<file path="config.mk">
export PLATFORM = sky130hd
export DESIGN_NAME = smlc_line_ctrl
export DESIGN_NICKNAME = d
export VERILOG_FILES = /design/src/logic/smlc_pkg.sv /design/src/logic/smlc_line_ctrl.sv
export SDC_FILE = /design/constraint.sdc
export NUM_CORES = 1
export LEC_CHECK = 0
export BUFFER_PORTS_ARGS = -buffer_cell sky130_fd_sc_hd__buf_2
export CAP_MARGIN = 15
export CORE_MARGIN = 2
export CORE_UTILIZATION = 54
export CTS_CLUSTER_DIAMETER = 40
export CTS_CLUSTER_SIZE = 8
export DETAILED_ROUTE_END_ITERATION = 7
export MAX_ROUTING_LAYER = met4
export PLACE_DENSITY_LB_ADDON = 0.1
export SLEW_MARGIN = 20
export SYNTH_ARGS = -nofsm -noshare
export SYNTH_HDL_FRONTEND = slang
export SYNTH_SLANG_ARGS = --single-unit
</file>
<file path="constraint.sdc">
create_clock -name mclk -period 4.7 [get_ports mclk]
set_input_delay 0.235 -clock mclk [delete_from_list [all_inputs] [get_ports mclk]]
set_output_delay 0.235 -clock mclk [all_outputs]
set_load 0.005 [all_outputs]
</file>
<file path="src/logic/smlc_pkg.sv">
//------------------------------------------------------------------
// Overview of operation
// RTS guards the local receive buffer and CTS gates sending; always active.
// Six modem lines; ring and carrier detect each selectable as input or output.
// Ring, carrier, ready and DTR under program control; RTS/CTS fixed to UART.
// Dial, pairable or bond command with ready deasserted is refused with error.
// Ready drop in a call enters command state; beyond delay the link drops.
// Ring output rests low, asserts on incoming call until answered or rejected.
// Carrier detect is low with no connection, high while connected.
// Pin three is general or DTR; pure host mode forces DTR, high when linked.
// General pins three to nine are bidirectional general inputs and outputs.
// Four remote modem bits exchanged, each mappable to any local modem line; the code maps only to DTR, DSR, ring and carrier detect.
// Receive line held in break beyond 100 ms causes a hardware reset.
// A host break is never forwarded to the remote peer.
// Cable replacement mode links up after power-up and retries endlessly.
// Master waits a retry delay after failure; 2 s default, 100 to 15000 ms.
// In ready drop mode a deasserted ready line gives command mode, not data.
// The host keeps ready asserted (low at TTL) for auto connection.
// Slave with stored peer accepts only that peer, otherwise any device.
// Divided oscillator optionally driven on a chosen general pin, 8 or 16 MHz; the 16 MHz setting is capped at mclk/2, 10 MHz.
// The host honours RTS/CTS handshake and stops when RTS is deasserted.
// Every modem status input passes a two-stage synchroniser before use.
//------------------------------------------------------------------
package smlc_pkg;
  // Timing
  localparam int CLK_HZ = 20_000_000;
  localparam int TICK_US = 1000;
  localparam int TICK_CYCLES = TICK_US * (CLK_HZ / 1_000_000);
  localparam int BREAK_MS = 100;
  localparam int RETRY_DEF_MS = 2000;
  localparam int RETRY_MIN_MS = 100;
  localparam int RETRY_MAX_MS = 15000;
  localparam int CLKOUT_LO_HZ = 8_000_000;
  localparam int CLKOUT_HI_HZ = 16_000_000;
  // General pins
  localparam int GP_FIRST = 3;
  localparam int GP_COUNT = 7;
  // Local line codes for the remote bit map
  localparam logic [2:0] SEL_NONE = 3'h0;
  localparam logic [2:0] SEL_DTR = 3'h1;
  localparam logic [2:0] SEL_DSR = 3'h2;
  localparam logic [2:0] SEL_RI = 3'h3;
  localparam logic [2:0] SEL_DCD = 3'h4;
  // Remote bit positions
  localparam int RB_RTR = 0;
  localparam int RB_RTC = 1;
  localparam int RB_DV = 2;
  localparam int RB_IC = 3;

  typedef enum logic [2:0] {
    ST_IDLE = 3'h0,
    ST_DIAL = 3'h1,
    ST_RETRY = 3'h2,
    ST_RING = 3'h3,
    ST_LINK = 3'h4,
    ST_CMD = 3'h5
  } smlc_state_t;

  typedef struct packed {
    logic ringIsOut;
    logic dcdIsOut;
    logic pin3IsDtr;
    logic pureHost;
    logic cableMode;
    logic isMaster;
    logic readyDrop;
    logic peerValid;
    logic clkOutEn;
    logic clkOutHi;
    logic [2:0] clkOutPin;
    logic [3:0][2:0] rmtMap;
    logic [15:0] disconnectMs;
    logic [15:0] retryMs;
    logic [47:0] peerAddr;
  } smlc_cfg_t;

  typedef struct packed {
    logic dial;
    logic pairable;
    logic bond;
    logic answer;
    logic hangup;
  } smlc_cmd_t;

  typedef struct packed {
    logic linkUp;
    logic linkFail;
    logic linkLost;
    logic incoming;
    logic [47:0] incomingAddr;
  } smlc_link_t;
endpackage : smlc_pkg

</file>
<file path="src/logic/smlc_line_ctrl.sv">
`timescale 1ns/1ns
`default_nettype none
module smlc_line_ctrl
  import smlc_pkg::*;
#(
  parameter int MS_CYCLES = TICK_CYCLES
) (
  // Clock and reset
  input wire logic mclk,
  input wire logic rst_b,
  // Configuration, commands and radio events
  input wire smlc_cfg_t cfg,
  input wire smlc_cmd_t cmd,
  input wire smlc_link_t link,
  input wire logic [3:0] rmtIn,
  // UART side
  input wire logic rxPin,
  input wire logic rxNearFull,
  input wire logic ctsPin,
  output logic rtsPin,
  output logic txEnable,
  // Modem lines
  input wire logic dsrPin_b,
  input wire logic ringPinIn,
  output logic ringPinOut,
  output logic ringPinOe,
  input wire logic dcdPinIn,
  output logic dcdPinOut,
  output logic dcdPinOe,
  // General pins three to nine
  input wire logic [GP_COUNT-1:0] gpIn,
  input wire logic [GP_COUNT-1:0] swGpOut,
  input wire logic [GP_COUNT-1:0] swGpOe,
  output logic [GP_COUNT-1:0] gpOut,
  output logic [GP_COUNT-1:0] gpOe,
  output logic [GP_COUNT-1:0] gpSeen,
  // Status and requests to the radio
  output logic [3:0] rmtOut,
  output logic dialReq,
  output logic answerReq,
  output logic rejectReq,
  output logic dropReq,
  output logic cmdError,
  output logic cmdMode,
  output logic dataPass,
  output logic breakReset,
  output logic [2:0] connState
);

  //------------------------------------------------------------------
  // Functions
  //------------------------------------------------------------------
  // Keeps the retry delay inside its legal range
  function automatic logic [15:0] clampRetry(input logic [15:0] ms);
    if (ms < 16'(RETRY_MIN_MS)) begin
      return 16'(RETRY_MIN_MS);
    end else if (ms > 16'(RETRY_MAX_MS)) begin
      return 16'(RETRY_MAX_MS);
    end
    return ms;
  endfunction : clampRetry

  // Level of a remote bit routed onto one local line, plus a hit flag
  function automatic logic [1:0] mapHit(input logic [3:0][2:0] map,
                                        input logic [3:0] bits,
                                        input logic [2:0] sel);
    logic hit;
    logic lvl;
    hit = 1'b0;
    lvl = 1'b0;
    for (int i = 0; i < 4; i++) begin
      if (map[i] == sel) begin
        hit = 1'b1;
        lvl = lvl | bits[i];
      end
    end
    return {hit, lvl};
  endfunction : mapHit

  //------------------------------------------------------------------
  // Input synchronisers
  //------------------------------------------------------------------
  localparam int NSYNC = 5 + GP_COUNT;
  logic [NSYNC-1:0] syncA_q;
  logic [NSYNC-1:0] syncB_q;
  logic dsrOk;
  logic ctsOk;
  logic ringIn;
  logic dcdIn;
  logic rxLvl;

  // two-stage sync
  always_ff @(posedge mclk or negedge rst_b) begin
    if (!rst_b) begin
      syncA_q <= {NSYNC{1'b0}};
      syncB_q <= {NSYNC{1'b0}};
    end else begin
      syncA_q <= {gpIn, ~dsrPin_b, ctsPin, ringPinIn, dcdPinIn, rxPin};
      syncB_q <= syncA_q;
    end
  end
  // Ready pin is low-true at TTL levels
  assign {dsrOk, ctsOk, ringIn, dcdIn, rxLvl} = syncB_q[4:0];

  //------------------------------------------------------------------
  // Millisecond tick and timers
  //------------------------------------------------------------------
  logic [15:0] tickCnt_q, tickCnt_d;
  logic tick;
  logic [15:0] msCnt_q, msCnt_d;
  logic [15:0] stCyc_q, stCyc_d;
  logic stTick;
  logic [7:0] brkCnt_q, brkCnt_d;
  logic brkFire_q, brkFire_d;
  smlc_state_t state_q, state_d;

  assign tick = (tickCnt_q == 16'(MS_CYCLES - 1));
  assign stTick = (stCyc_q == 16'(MS_CYCLES - 1));

  // Tick divider, state timer and break timer
  always_comb begin
    tickCnt_d = tick ? 16'h0000 : tickCnt_q + 16'h0001;
    // State timer restarts on entry so a delay is never cut short
    stCyc_d = stTick ? 16'h0000 : stCyc_q + 16'h0001;
    msCnt_d = msCnt_q;
    if (state_d != state_q) begin
      stCyc_d = 16'h0000;
      msCnt_d = 16'h0000;
    end else if (stTick && msCnt_q != 16'hFFFF) begin
      msCnt_d = msCnt_q + 16'h0001;
    end
    // break length
    brkCnt_d = brkCnt_q;
    brkFire_d = 1'b0;
    if (rxLvl) begin
      brkCnt_d = 8'h00;
    end else if (tick && brkCnt_q != 8'hFF) begin
      brkCnt_d = brkCnt_q + 8'h01;
      // Strictly longer than the limit
      brkFire_d = (brkCnt_q == 8'(BREAK_MS));
    end
  end

  always_ff @(posedge mclk or negedge rst_b) begin
    if (!rst_b) begin
      tickCnt_q <= 16'h0000;
      stCyc_q <= 16'h0000;
      msCnt_q <= 16'h0000;
      brkCnt_q <= 8'h00;
      brkFire_q <= 1'b0;
    end else begin
      tickCnt_q <= tickCnt_d;
      stCyc_q <= stCyc_d;
      msCnt_q <= msCnt_d;
      brkCnt_q <= brkCnt_d;
      brkFire_q <= brkFire_d;
    end
  end

  //------------------------------------------------------------------
  // Connection state machine
  //------------------------------------------------------------------
  logic dialP, answerP, rejectP, dropP, errP;
  logic peerOk;
  logic autoDial;

  // peer filter
  assign peerOk = !cfg.peerValid || (link.incomingAddr == cfg.peerAddr);
  // auto link-up for the cable master
  assign autoDial = cfg.cableMode && cfg.isMaster && dsrOk;

  always_comb begin
    state_d = state_q;
    dialP = 1'b0;
    answerP = 1'b0;
    rejectP = 1'b0;
    dropP = 1'b0;
    // refuse without ready
    errP = (cmd.dial || cmd.pairable || cmd.bond) && !dsrOk;
    case (state_q)
      ST_IDLE: begin
        if ((cmd.dial && dsrOk) || autoDial) begin
          state_d = ST_DIAL;
          dialP = 1'b1;
        end else if (link.incoming && !cfg.isMaster) begin
          if (peerOk) begin
            state_d = ST_RING;
          end else begin
            rejectP = 1'b1;
          end
        end
      end
      ST_DIAL: begin
        if (link.linkUp) begin
          state_d = ST_LINK;
        end else if (link.linkFail) begin
          // master waits before retrying
          state_d = (cfg.cableMode && cfg.isMaster) ? ST_RETRY : ST_IDLE;
        end
      end
      ST_RETRY: begin
        // programmable delay
        if (stTick && msCnt_q >= clampRetry(cfg.retryMs) - 16'h0001) begin
          state_d = ST_IDLE;
        end
      end
      ST_RING: begin
        // ring held until answered or rejected
        if (link.linkLost) begin
          state_d = ST_IDLE;
        end else if (cmd.hangup) begin
          state_d = ST_IDLE;
          rejectP = 1'b1;
        end else if (cmd.answer || cfg.cableMode) begin
          state_d = ST_LINK;
          answerP = 1'b1;
        end
      end
      ST_LINK, ST_CMD: begin
        if (link.linkLost) begin
          // endless retry after loss
          state_d = (cfg.cableMode && cfg.isMaster) ? ST_RETRY : ST_IDLE;
        end else if (cmd.hangup) begin
          state_d = ST_IDLE;
          dropP = 1'b1;
        end else if (!dsrOk) begin
          // ready drop: command state, then hang up
          state_d = ST_CMD;
          if (state_q == ST_CMD && stTick && msCnt_q >= cfg.disconnectMs) begin
            state_d = ST_IDLE;
            dropP = 1'b1;
          end
        end else begin
          state_d = ST_LINK;
        end
      end
      default: begin
        state_d = ST_IDLE;
      end
    endcase
  end

  //------------------------------------------------------------------
  // Line drivers and remote bit mapping
  //------------------------------------------------------------------
  logic linked;
  logic ringOwn, dcdOwn, dtrOwn;
  logic [1:0] dtrMap, ringMap, dcdMap;
  logic ringLine, dcdLine, dtrLine;
  logic [3:0] rmtOut_d;
  logic [GP_COUNT-1:0] gpOut_d, gpOe_d;
  logic [25:0] acc_q, acc_d;
  logic clk8_q, clk8_d;
  logic [25:0] step;

  assign linked = (state_q == ST_LINK) || (state_q == ST_CMD);
  // ring only while an accepted call waits
  assign ringOwn = (state_q == ST_RING);
  // carrier follows the link
  assign dcdOwn = linked;
  // DTR high while a link exists
  assign dtrOwn = linked;
  // remote bits override the local meaning of a mapped line
  assign dtrMap = mapHit(cfg.rmtMap, rmtIn, SEL_DTR);
  assign ringMap = mapHit(cfg.rmtMap, rmtIn, SEL_RI);
  assign dcdMap = mapHit(cfg.rmtMap, rmtIn, SEL_DCD);
  assign dtrLine = dtrMap[1] ? dtrMap[0] : dtrOwn;
  assign ringLine = ringMap[1] ? ringMap[0] : ringOwn;
  assign dcdLine = dcdMap[1] ? dcdMap[0] : dcdOwn;

  // Oscillator output as a phase accumulator at twice the target rate
  assign step = cfg.clkOutHi ? 26'(2 * CLKOUT_HI_HZ) : 26'(2 * CLKOUT_LO_HZ);

  always_comb begin
    // outgoing remote bits sample the mapped local line
    for (int i = 0; i < 4; i++) begin
      case (cfg.rmtMap[i])
        SEL_DTR: rmtOut_d[i] = dtrLine;
        SEL_DSR: rmtOut_d[i] = dsrOk;
        SEL_RI: rmtOut_d[i] = cfg.ringIsOut ? ringLine : ringIn;
        SEL_DCD: rmtOut_d[i] = cfg.dcdIsOut ? dcdLine : dcdIn;
        default: rmtOut_d[i] = 1'b0;
      endcase
    end
    // divided oscillator; limited to mclk/2, so 16 MHz saturates
    acc_d = acc_q;
    clk8_d = clk8_q;
    if (cfg.clkOutEn) begin
      if (acc_q + step >= 26'(CLK_HZ)) begin
        acc_d = acc_q + step - 26'(CLK_HZ);
        clk8_d = ~clk8_q;
        if (acc_d >= 26'(CLK_HZ)) begin
          acc_d = 26'h0000000;
        end
      end else begin
        acc_d = acc_q + step;
      end
    end
    // software owns the general pins by default
    gpOut_d = swGpOut;
    gpOe_d = swGpOe;
    // pin three becomes DTR
    if (cfg.pin3IsDtr || cfg.pureHost) begin
      gpOut_d[0] = dtrLine;
      gpOe_d[0] = 1'b1;
    end
    if (cfg.clkOutEn && cfg.clkOutPin < 3'(GP_COUNT)) begin
      gpOut_d[cfg.clkOutPin] = clk8_q;
      gpOe_d[cfg.clkOutPin] = 1'b1;
    end
  end

  //------------------------------------------------------------------
  // Registered outputs
  //------------------------------------------------------------------
  always_ff @(posedge mclk or negedge rst_b) begin
    if (!rst_b) begin
      state_q <= ST_IDLE;
      acc_q <= 26'h0000000;
      clk8_q <= 1'b0;
      rtsPin <= 1'b0;
      txEnable <= 1'b0;
      ringPinOut <= 1'b0;
      ringPinOe <= 1'b0;
      dcdPinOut <= 1'b0;
      dcdPinOe <= 1'b0;
      gpOut <= {GP_COUNT{1'b0}};
      gpOe <= {GP_COUNT{1'b0}};
      gpSeen <= {GP_COUNT{1'b0}};
      rmtOut <= 4'h0;
      dialReq <= 1'b0;
      answerReq <= 1'b0;
      rejectReq <= 1'b0;
      dropReq <= 1'b0;
      cmdError <= 1'b0;
      cmdMode <= 1'b1;
      dataPass <= 1'b0;
      breakReset <= 1'b0;
      connState <= 3'h0;
    end else begin
      state_q <= state_d;
      acc_q <= acc_d;
      clk8_q <= clk8_d;
      // fixed UART pair
      // flow control, always active
      rtsPin <= ~rxNearFull;
      txEnable <= ctsOk;
      // ring and carrier direction by setting
      ringPinOut <= ringLine;
      ringPinOe <= cfg.ringIsOut;
      dcdPinOut <= dcdLine;
      dcdPinOe <= cfg.dcdIsOut;
      gpOut <= gpOut_d;
      gpOe <= gpOe_d;
      gpSeen <= syncB_q[NSYNC-1:5];
      rmtOut <= rmtOut_d;
      dialReq <= dialP;
      answerReq <= answerP;
      rejectReq <= rejectP;
      dropReq <= dropP;
      cmdError <= errP;
      // ready drop mode forces command handling
      cmdMode <= (state_d != ST_LINK) || (cfg.readyDrop && !dsrOk);
      dataPass <= (state_d == ST_LINK) && !(cfg.readyDrop && !dsrOk);
      // break stays local; it only resets this device
      breakReset <= brkFire_q;
      connState <= state_d;
    end
  end

endmodule : smlc_line_ctrl
`default_nettype wire

</file>
==> metrics.md, run 1 <==
| Metric | Value |
|---|---|
| Top cells by area, synth | dfrtp_1, xor2_1, ha_1 |
| Clock tree sinks | around 140 |
| Tmin final | 4.22 ns |
| FF-to-FF Start | acc_q[10] |
| Routed wl met3 | about 1700 um |
| Starting Density | between 50% and 60% |
| Critical Path AT | between 4 and 5 ns |
| Drt via density | approximately 5.6 |
| # nets final | ~1500 |
| Ports | approximately 240 |
| Routed WL | ~26000 um |
| Chip Height | 135 um |
| Clock slew at reported path FFs | 0.07 ns |
| First-pass GRT wire length | a little over 40000 um |
| Hold WS | between 0.015 and 0.02 ns |
| Cells along the critical path | buf_2 > or3_1 > nor4_2 > nand2b_1 > nor3_1 > nor3_1 > nand2_1 > ha_1 > nand2b_1 > nor4_2 > nand4_1 > nor3_1 > xor2_1 > nand2_1 > ha_1 > nand4_1 > nor4_1 > a21oi_1 > or2_2 > o211ai_1 > nand2_1 > buf_12 > nor3b_1 |
| Fin. max-slew vios | 0 |
| Critical Path Sink Type | register |
| Iteration-0 DRC Markers | ~600 |
| Seq/Total Area, Yosys | between 30% and 40% |
| Buf/Inv on CP | 2 |
| Footprint of the multi-input gates | ~0.0055 sq mm |
| HP Start | cfg[98] |
| Synth top cells by count | dfrtp_1, nor2_1, xor2_1 |
| Power per Cell Area | 468 mW/mm^2 |
| Layout cells sized above 1 | roughly a quarter |
| DRT Pass-1 Iters | 5 |
| Synth unique cells | 87 |
| Initial antenna violation count | 12 |
| Clk Latency, worst-skew pair | about 0.43 ns |
| Clock buffer depth | 2 |
| Syn Area/Cell | approximately 9.2 sq um |
| ANT nets after route | 0 |
| Hold Path Depth | 2 |
| Setup Fix Bufs, Post-CTS | 0 |
| Largest net degree at the start of global routing | between 90 and 100 |
| Async SR Flop Fraction | between 90% and 100% |
| Number of flops mapped to enable cells by yosys | 0 |
| CP Launch Type | input port |
| Setup TNS | 0 ns |
| Wirelength per Cell | approximately 17 um |
| Final Hold Violating Endpoints | 0 |
| FF-to-FF path depth | 12 |
| Hold Crit Class | in -> reg |
| Max-cap viol count | 0 |
| Leak pwr | around 5.5 nW |
| Clock skew | between 0.015 and 0.02 ns |
| Worst EP required | 5.05 ns |
| Top-area cell type share of the netlist area | between 30% and 40% |
| Synth area leader | dfrtp_1 |
| Most common cell in the netlist | dfrtp_1 |
| Max stage delay on crit path | 0.42 ns |
| CTS tree | built |
| GRT overflow | 0 |
| # setup viols final | 0 |
| Worst slew pin tran | between 0.8 and 0.9 ns |
| Register area | roughly 0.0036 sq mm |
| Gr usage total | a little under a third |
| Vias | 8468 |
| Status | finished clean |
| Number of global-route vias before repair | approximately 8000 |
| Fillers | ~1400 |
| Max Used Layer | met4 |
| Final HPWL from detailed placement | 19500 um |
| RSZ-0062 raised after global routing | no |
| Routed wl met2 | 12900 um |
| M1 wire length | about 11000 um |
| Worst vdd ir | between 300 and 400 uV |
| FF+latch count, synth | ~140 |
| Die Width | 135 um |
| FP Rows | 47 |
| H-Tree Depth | 4 |
| DRC | 0 |
| Cell family with most CP delay | simple AND/OR/NAND/NOR gates |
| Routability cong. | roughly 0.94 |
| CP max FO | 31 |
| Netlist Area Pre-Place | roughly 0.0093 sq mm |
| YS warnings | 0 |
| Synthesized instance count | approximately 1000 |
| Ys flop type | dfrtp_1 |
| Clk Tree Root Cell | clkbuf_16 |
| IO Port Bufs | 236 |
| Core area | roughly 0.017 sq mm |
| Total CTS buffers | 17 |
| Reg-to-reg endpoint | acc_q[12] |
| Worst relative slew slack | a little over two fifths |
| Area growth from synthesis to layout | 24.1% |
| F_max | 0.237 GHz |
| Reg2reg setup slack | 0.58 ns |
| Kind of critical path | in -> reg |
| Die Area | approximately 0.018 sq mm |
| Final cycle utilization of the critical path | roughly 90% |
| Slowest-stage cell, CP | or3_1 |
| Worst Hold Endpoint | dataPass |
stage by stage:
stage	setup slack [ns]	power [mW]	util [%]	area (sq um)	std cells
floorplan	0.0926	3.54	-	9310	1013
global placement	0.0139	4.07	64.3	10700	1454
detailed placement	-0.0916	4.10	64.3	10700	1454
CTS	0.343	5.39	68.9	11500	1508
global route	0.0299	5.78	69.1	11500	1520
finish	0.481	5.40	69.1	11500	1520
sequential cells by signal, indices dropped and copies added, names as in the netlist, 3 cells and up:
| register | flops |
|---|---|
| acc_q | 18 |
| msCnt_q | 16 |
| stCyc_q | 16 |
| tickCnt_q | 16 |
| syncA_q | 12 |
| syncB_q | 12 |
| brkCnt_q | 8 |
| gpOe | 7 |
| gpOut | 7 |
| gpSeen | 7 |
| rmtOut | 4 |
| state_q | 3 |
logic make-up (layout without fill, tap and decap cells):
family / count (synthesis) / after routing / synth area share, %
AOI/OAI and AO/OA: 200 / 200 / 15.4
xor gates and xnor gates: 122 / 122 / 11.6
adders and majority gates: 51 / 51 / 6.91
buffers and inverters: 67 / 342 / 3.19
DFF: 142 / 142 / 38.2
muxes: 13 / 13 / 1.51
other: 1 / 14 / 0.0403
and+or+nand+nor: 416 / 416 / 23.1
how the worst max path moves through the flow:
stage	from	slack (ns)	depth (start not counted)	end
final	cfg[58]	0.48	23	stCyc_q[5]
after global routing	cfg[58]	0.03	23	stCyc_q[14]
after CTS	cfg[58]	0.34	23	stCyc_q[5]
after detailed placement	cfg[58]	-0.09	23	stCyc_q[9]
after global placement	cfg[58]	0.01	23	stCyc_q[9]
after floorplan	cfg[63]	0.09	23	stCyc_q[10]
timing repair:
action,in CTS,in global routing
hold buffers,22,0
endpoints found under the hold margin,113,0
endpoints found under the setup margin,0,31
gates resized for setup,0,2
layout make-up:
| cell class | instances | area share (%) |
|---|---|---|
| clock buffers | 19 | 3.84 |
| well taps | 220 | 2.38 |
| multi-input cells | 804 | 47.4 |
| repair buffers | 272 | 13.2 |
| diodes | 12 | 0.260 |
| inverters | 38 | 1.24 |
| clock inverters | 13 | 0.932 |
| flip-flops and latches | 142 | 30.8 |
metal layers:
layer  global-route usage (%)  vias to the layer above
met5                        -                        -
met4                     13.0                        0
met2                     47.9                      286
met1                     37.4                     3973
met3                     5.91                       31
li1                         -                     4178
layout by cell type (no fill, tap or decap), types with 17 or more instances in the layout:
cell	n
nor3_1	35
a21oi_1	41
nand3_1	33
o21ai_0	36
nor2_1	109
xnor2_1	39
xor2_1	82
buf_2	235
dfrtp_1	141
ha_1	49
nand2b_1	19
clkbuf_16	17
inv_1	38
a21o_1	22
nand4_1	26
nand2_1	74
nor4_1	21
dlygate4sd3_1	22
power breakdown:
group | internal (mW) | total, mW | switching (mW) | leakage [nW]
Clock | 0.699 | 1.25 | 0.554 | 0.270
Combinational | 1.08 | 2.63 | 1.54 | 3.40
Sequential | 1.36 | 1.52 | 0.155 | 1.79
worst reg2reg max path: stages (launching register included):
cell and delay [ns]:
dfrtp_1 0.40, ha_1 0.24, fa_1 0.55, xnor2_1 0.40, nand2_1 0.17, a21o_1 0.27, o21ai_1 0.51, a21oi_1 0.34
mux2i_1 0.23, a22o_1 0.35, nand2_8 0.19, a41oi_1 0.26, o211ai_1 0.11
No activity file was read; power rests on OpenSTA's default activity.
==> run 2: changes to the inputs <==
CORE_MARGIN = not set   (was 2)
clock period = 4.2 ns   (was 4.7 ns; I/O delays follow)
==> metrics.md, run 2 (same netlist as run 1, synthesis figures left out) <==
| Metric | Value |
|---|---|
| Status | finished clean |
| Pre-CTS setup slack | -0.259 ns (-0.167 ns) |
| Kind of critical path | in -> reg |
| Leak pwr | 5.69 nW (+4.1%) |
| Critical Path AT | 4.40 ns (-0.17 ns) |
| Fillers | 1316 (-4.9%) |
| Number of global-route vias before repair | 8401 (+2.9%) |
| Starting Density | 55.7% (unchanged) |
| Chip Height | 133 um (-1.5%) |
| Clock tree sinks | 142 (unchanged) |
| Power per Cell Area | 539 mW/mm^2 (+15%) |
| Max-cap viol count | 0 (unchanged) |
| Design Power | 6.46 mW (+20%) |
| Worst setup margin | 0.138 ns (-0.343 ns) |
| Worst EP required | 4.54 ns (-0.51 ns) |
| Total CTS buffers | 17 (unchanged) |
| CTS tree | built |
| Reg2reg setup slack | 0.46 ns (-0.12 ns) |
| Routability cong. | 0.933 (-1.1%) |
| Cells along the critical path | buf_6 > or3_4 > nor4_4 > nand2b_1 > nor3_4 > nor3_4 > nand2_2 > ha_4 > nand2b_4 > nor4_4 > nand4_1 > nor3_2 > xor2_1 > nand2_1 > ha_1 > nand4_1 > nor4_2 > a21oi_1 > or2_4 > o211ai_1 > nand2_2 > buf_6 > nor3b_1 |
| Clock slew at reported path FFs | 0.07 ns (about the same) |
| Die Width | 133 um (-1.5%) |
| CP max FO | 5 (-84%) |
| Final Hold Violating Endpoints | 0 (unchanged) |
| Slowest-stage cell, CP | or3_4 |
| RSZ-0062 raised after global routing | yes |
| Die Area | 0.0178 sq mm (-2.9%) |
| ANT nets after route | 0 (unchanged) |
| Vias | 8665 (+2.3%) |
| Critical Path Sink Type | register |
| Layout cells sized above 1 | 28.7% (+3.3 points) |
| Max reg flops | 18 (unchanged) |
| Tmin final | 4.06 ns |
| Commonest non-fill, non-tap cell in the layout | buf_2 |
| H-Tree Depth | 4 (unchanged) |
| CP Launch Type | input port |
| Area growth from synthesis to layout | 28.9% |
| F_max | 0.246 GHz |
| First-pass GRT wire length | 41000 um (-1.3%) |
| Iteration-0 DRC Markers | 500 (-16%) |
| Worst relative slew slack | 36.0% (-7.0 points) |
| Final cycle utilization of the critical path | around 97% |
| IO Port Bufs | 236 (unchanged) |
| Most frequent cells in the layout | buf_2, dfrtp_1, nor2_1, xor2_1, nand2_1 |
| Initial antenna violation count | 6 (-6) |
| Max stage delay on crit path | 0.39 ns (-0.03 ns) |
| Fin. max-slew vios | 0 (unchanged) |
| Core area | 0.0167 sq mm (unchanged) |
| Worst slew pin tran | 0.961 ns (+0.104 ns) |
| DRT Pass-1 Iters | 7 (+2) |
| Largest net degree at the start of global routing | 109 (+15%) |
| Worst vdd ir | 876 uV (+160%) |
| # setup viols final | 0 (unchanged) |
| Drt via density | 5.59 (+0.28%) |
| Clk Latency, worst-skew pair | 0.42 ns (about the same) |
| Clk Tree Root Cell | clkbuf_16 |
| Hold Crit Class | in -> reg |
| GRT overflow | 0 (unchanged) |
| Ports | 237 (unchanged) |
| Clock buffer depth | 2 (unchanged) |
| Gr usage total | 30.4% (+0.35 points) |
| FP Rows | 47 (unchanged) |
| DRC | 0 (unchanged) |
| Final HPWL from detailed placement | 19500 um (-0.24%) |
| Wirelength per Cell | 16.7 um (-2.4%) |
| Final Core Density | 71.8% (+2.6 points) |
| Routed WL | 25900 um (-0.37%) |
| Clock skew | 0.00899 ns (-0.00681 ns) |
| Largest Register | acc_q |
| # nets final | 1557 (+2.4%) |
==> run 2: cell count changes in the layout (fill, tap and decap cells not counted), moves of 4 or more <==
| cell | previous run | this run |
|---|---|---|
| buf_4 | 13 | 45 |
| clkinv_4 | 6 | 1 |
| clkinv_8 | 0 | 4 |
| diode_2 | 12 | 6 |
| nor3_1 | 35 | 31 |
| nor3b_1 | 11 | 6 |
| nor3b_2 | 0 | 5 |
==> run 2: area by class of cell <==
| cell class | instances | area, sq um | area share, % |
|---|---|---|---|
| Antenna cell | 6 | 15.0 | 0.125 |
| Clock buffer | 17 | 425 | 3.55 |
| Clock inverter | 15 | 166 | 1.39 |
| Inverter | 38 | 143 | 1.19 |
| Multi-Input combinational cell | 804 | 5590 | 46.6 |
| Sequential cell | 142 | 3550 | 29.7 |
| Tap cell | 220 | 275 | 2.30 |
| Timing Repair Buffer | 309 | 1820 | 15.2 |
==> run 2: worst paths after layout <==
| check | start | cells after the start | endpoint |
|---|---|---|---|
| max in group asynchronous | rst_b | 3 | acc_q[21] |
| worst min-delay path | cmd[3] | 3 | cmdError |
| worst max register to register | acc_q[14] | 12 | acc_q[12] |
| min in group asynchronous | rst_b | 2 | acc_q[11] |
| worst max-delay path | cfg[56] | 23 | stCyc_q[10] |
| worst min register to register | syncA_q[9] | 0 | syncB_q[9] |
==> run 2: metal layers <==
layer	up-vias	global-route usage [%]	wire length (um)
met5	-	-	0
met4	0	11.9	665
met3	42	5.78	1480
met2	317	51.3	12700
met1	4061	35.7	11000
li1	4245	-	-
==> run 2: repair_timing <==
item	4_1_cts	5_1_grt
hold buffers	25	0
gates resized for setup	0	26
buffers inserted	0	4
endpoints found under the setup margin	0	31
endpoints found under the hold margin	130	0
==> run 2: worst max-delay path: cells and delay by family <==
family                   cells  cell delay (ns)
XOR/XNOR                     1             0.15
AO/OA/AOI/OAI                2             0.36
buffers and inverters        2             0.25
AND/OR/NAND/NOR             16             2.98
adder cells (fa/ha/maj)      2             0.44
==> run 2: report_power, final <==
part	total, mW	internal, mW	switching (mW)
Combinational	3.28	1.47	1.81
Clock	1.48	0.797	0.687
Sequential	1.70	1.53	0.173
==> run 2: through the flow <==
step	hold WS, ns	TNS [ns]	cells	cell area [sq um]
5_1_grt	0.0106	-3.74	1551	12000
6_report	0.0199	0	1551	12000
3_3_place_gp	0.318	-0.733	1483	11000
2_1_floorplan	-0.0856	0	1013	9340
3_5_place_dp	0.320	-5.46	1483	11000
4_1_cts	0.00438	0	1540	11800
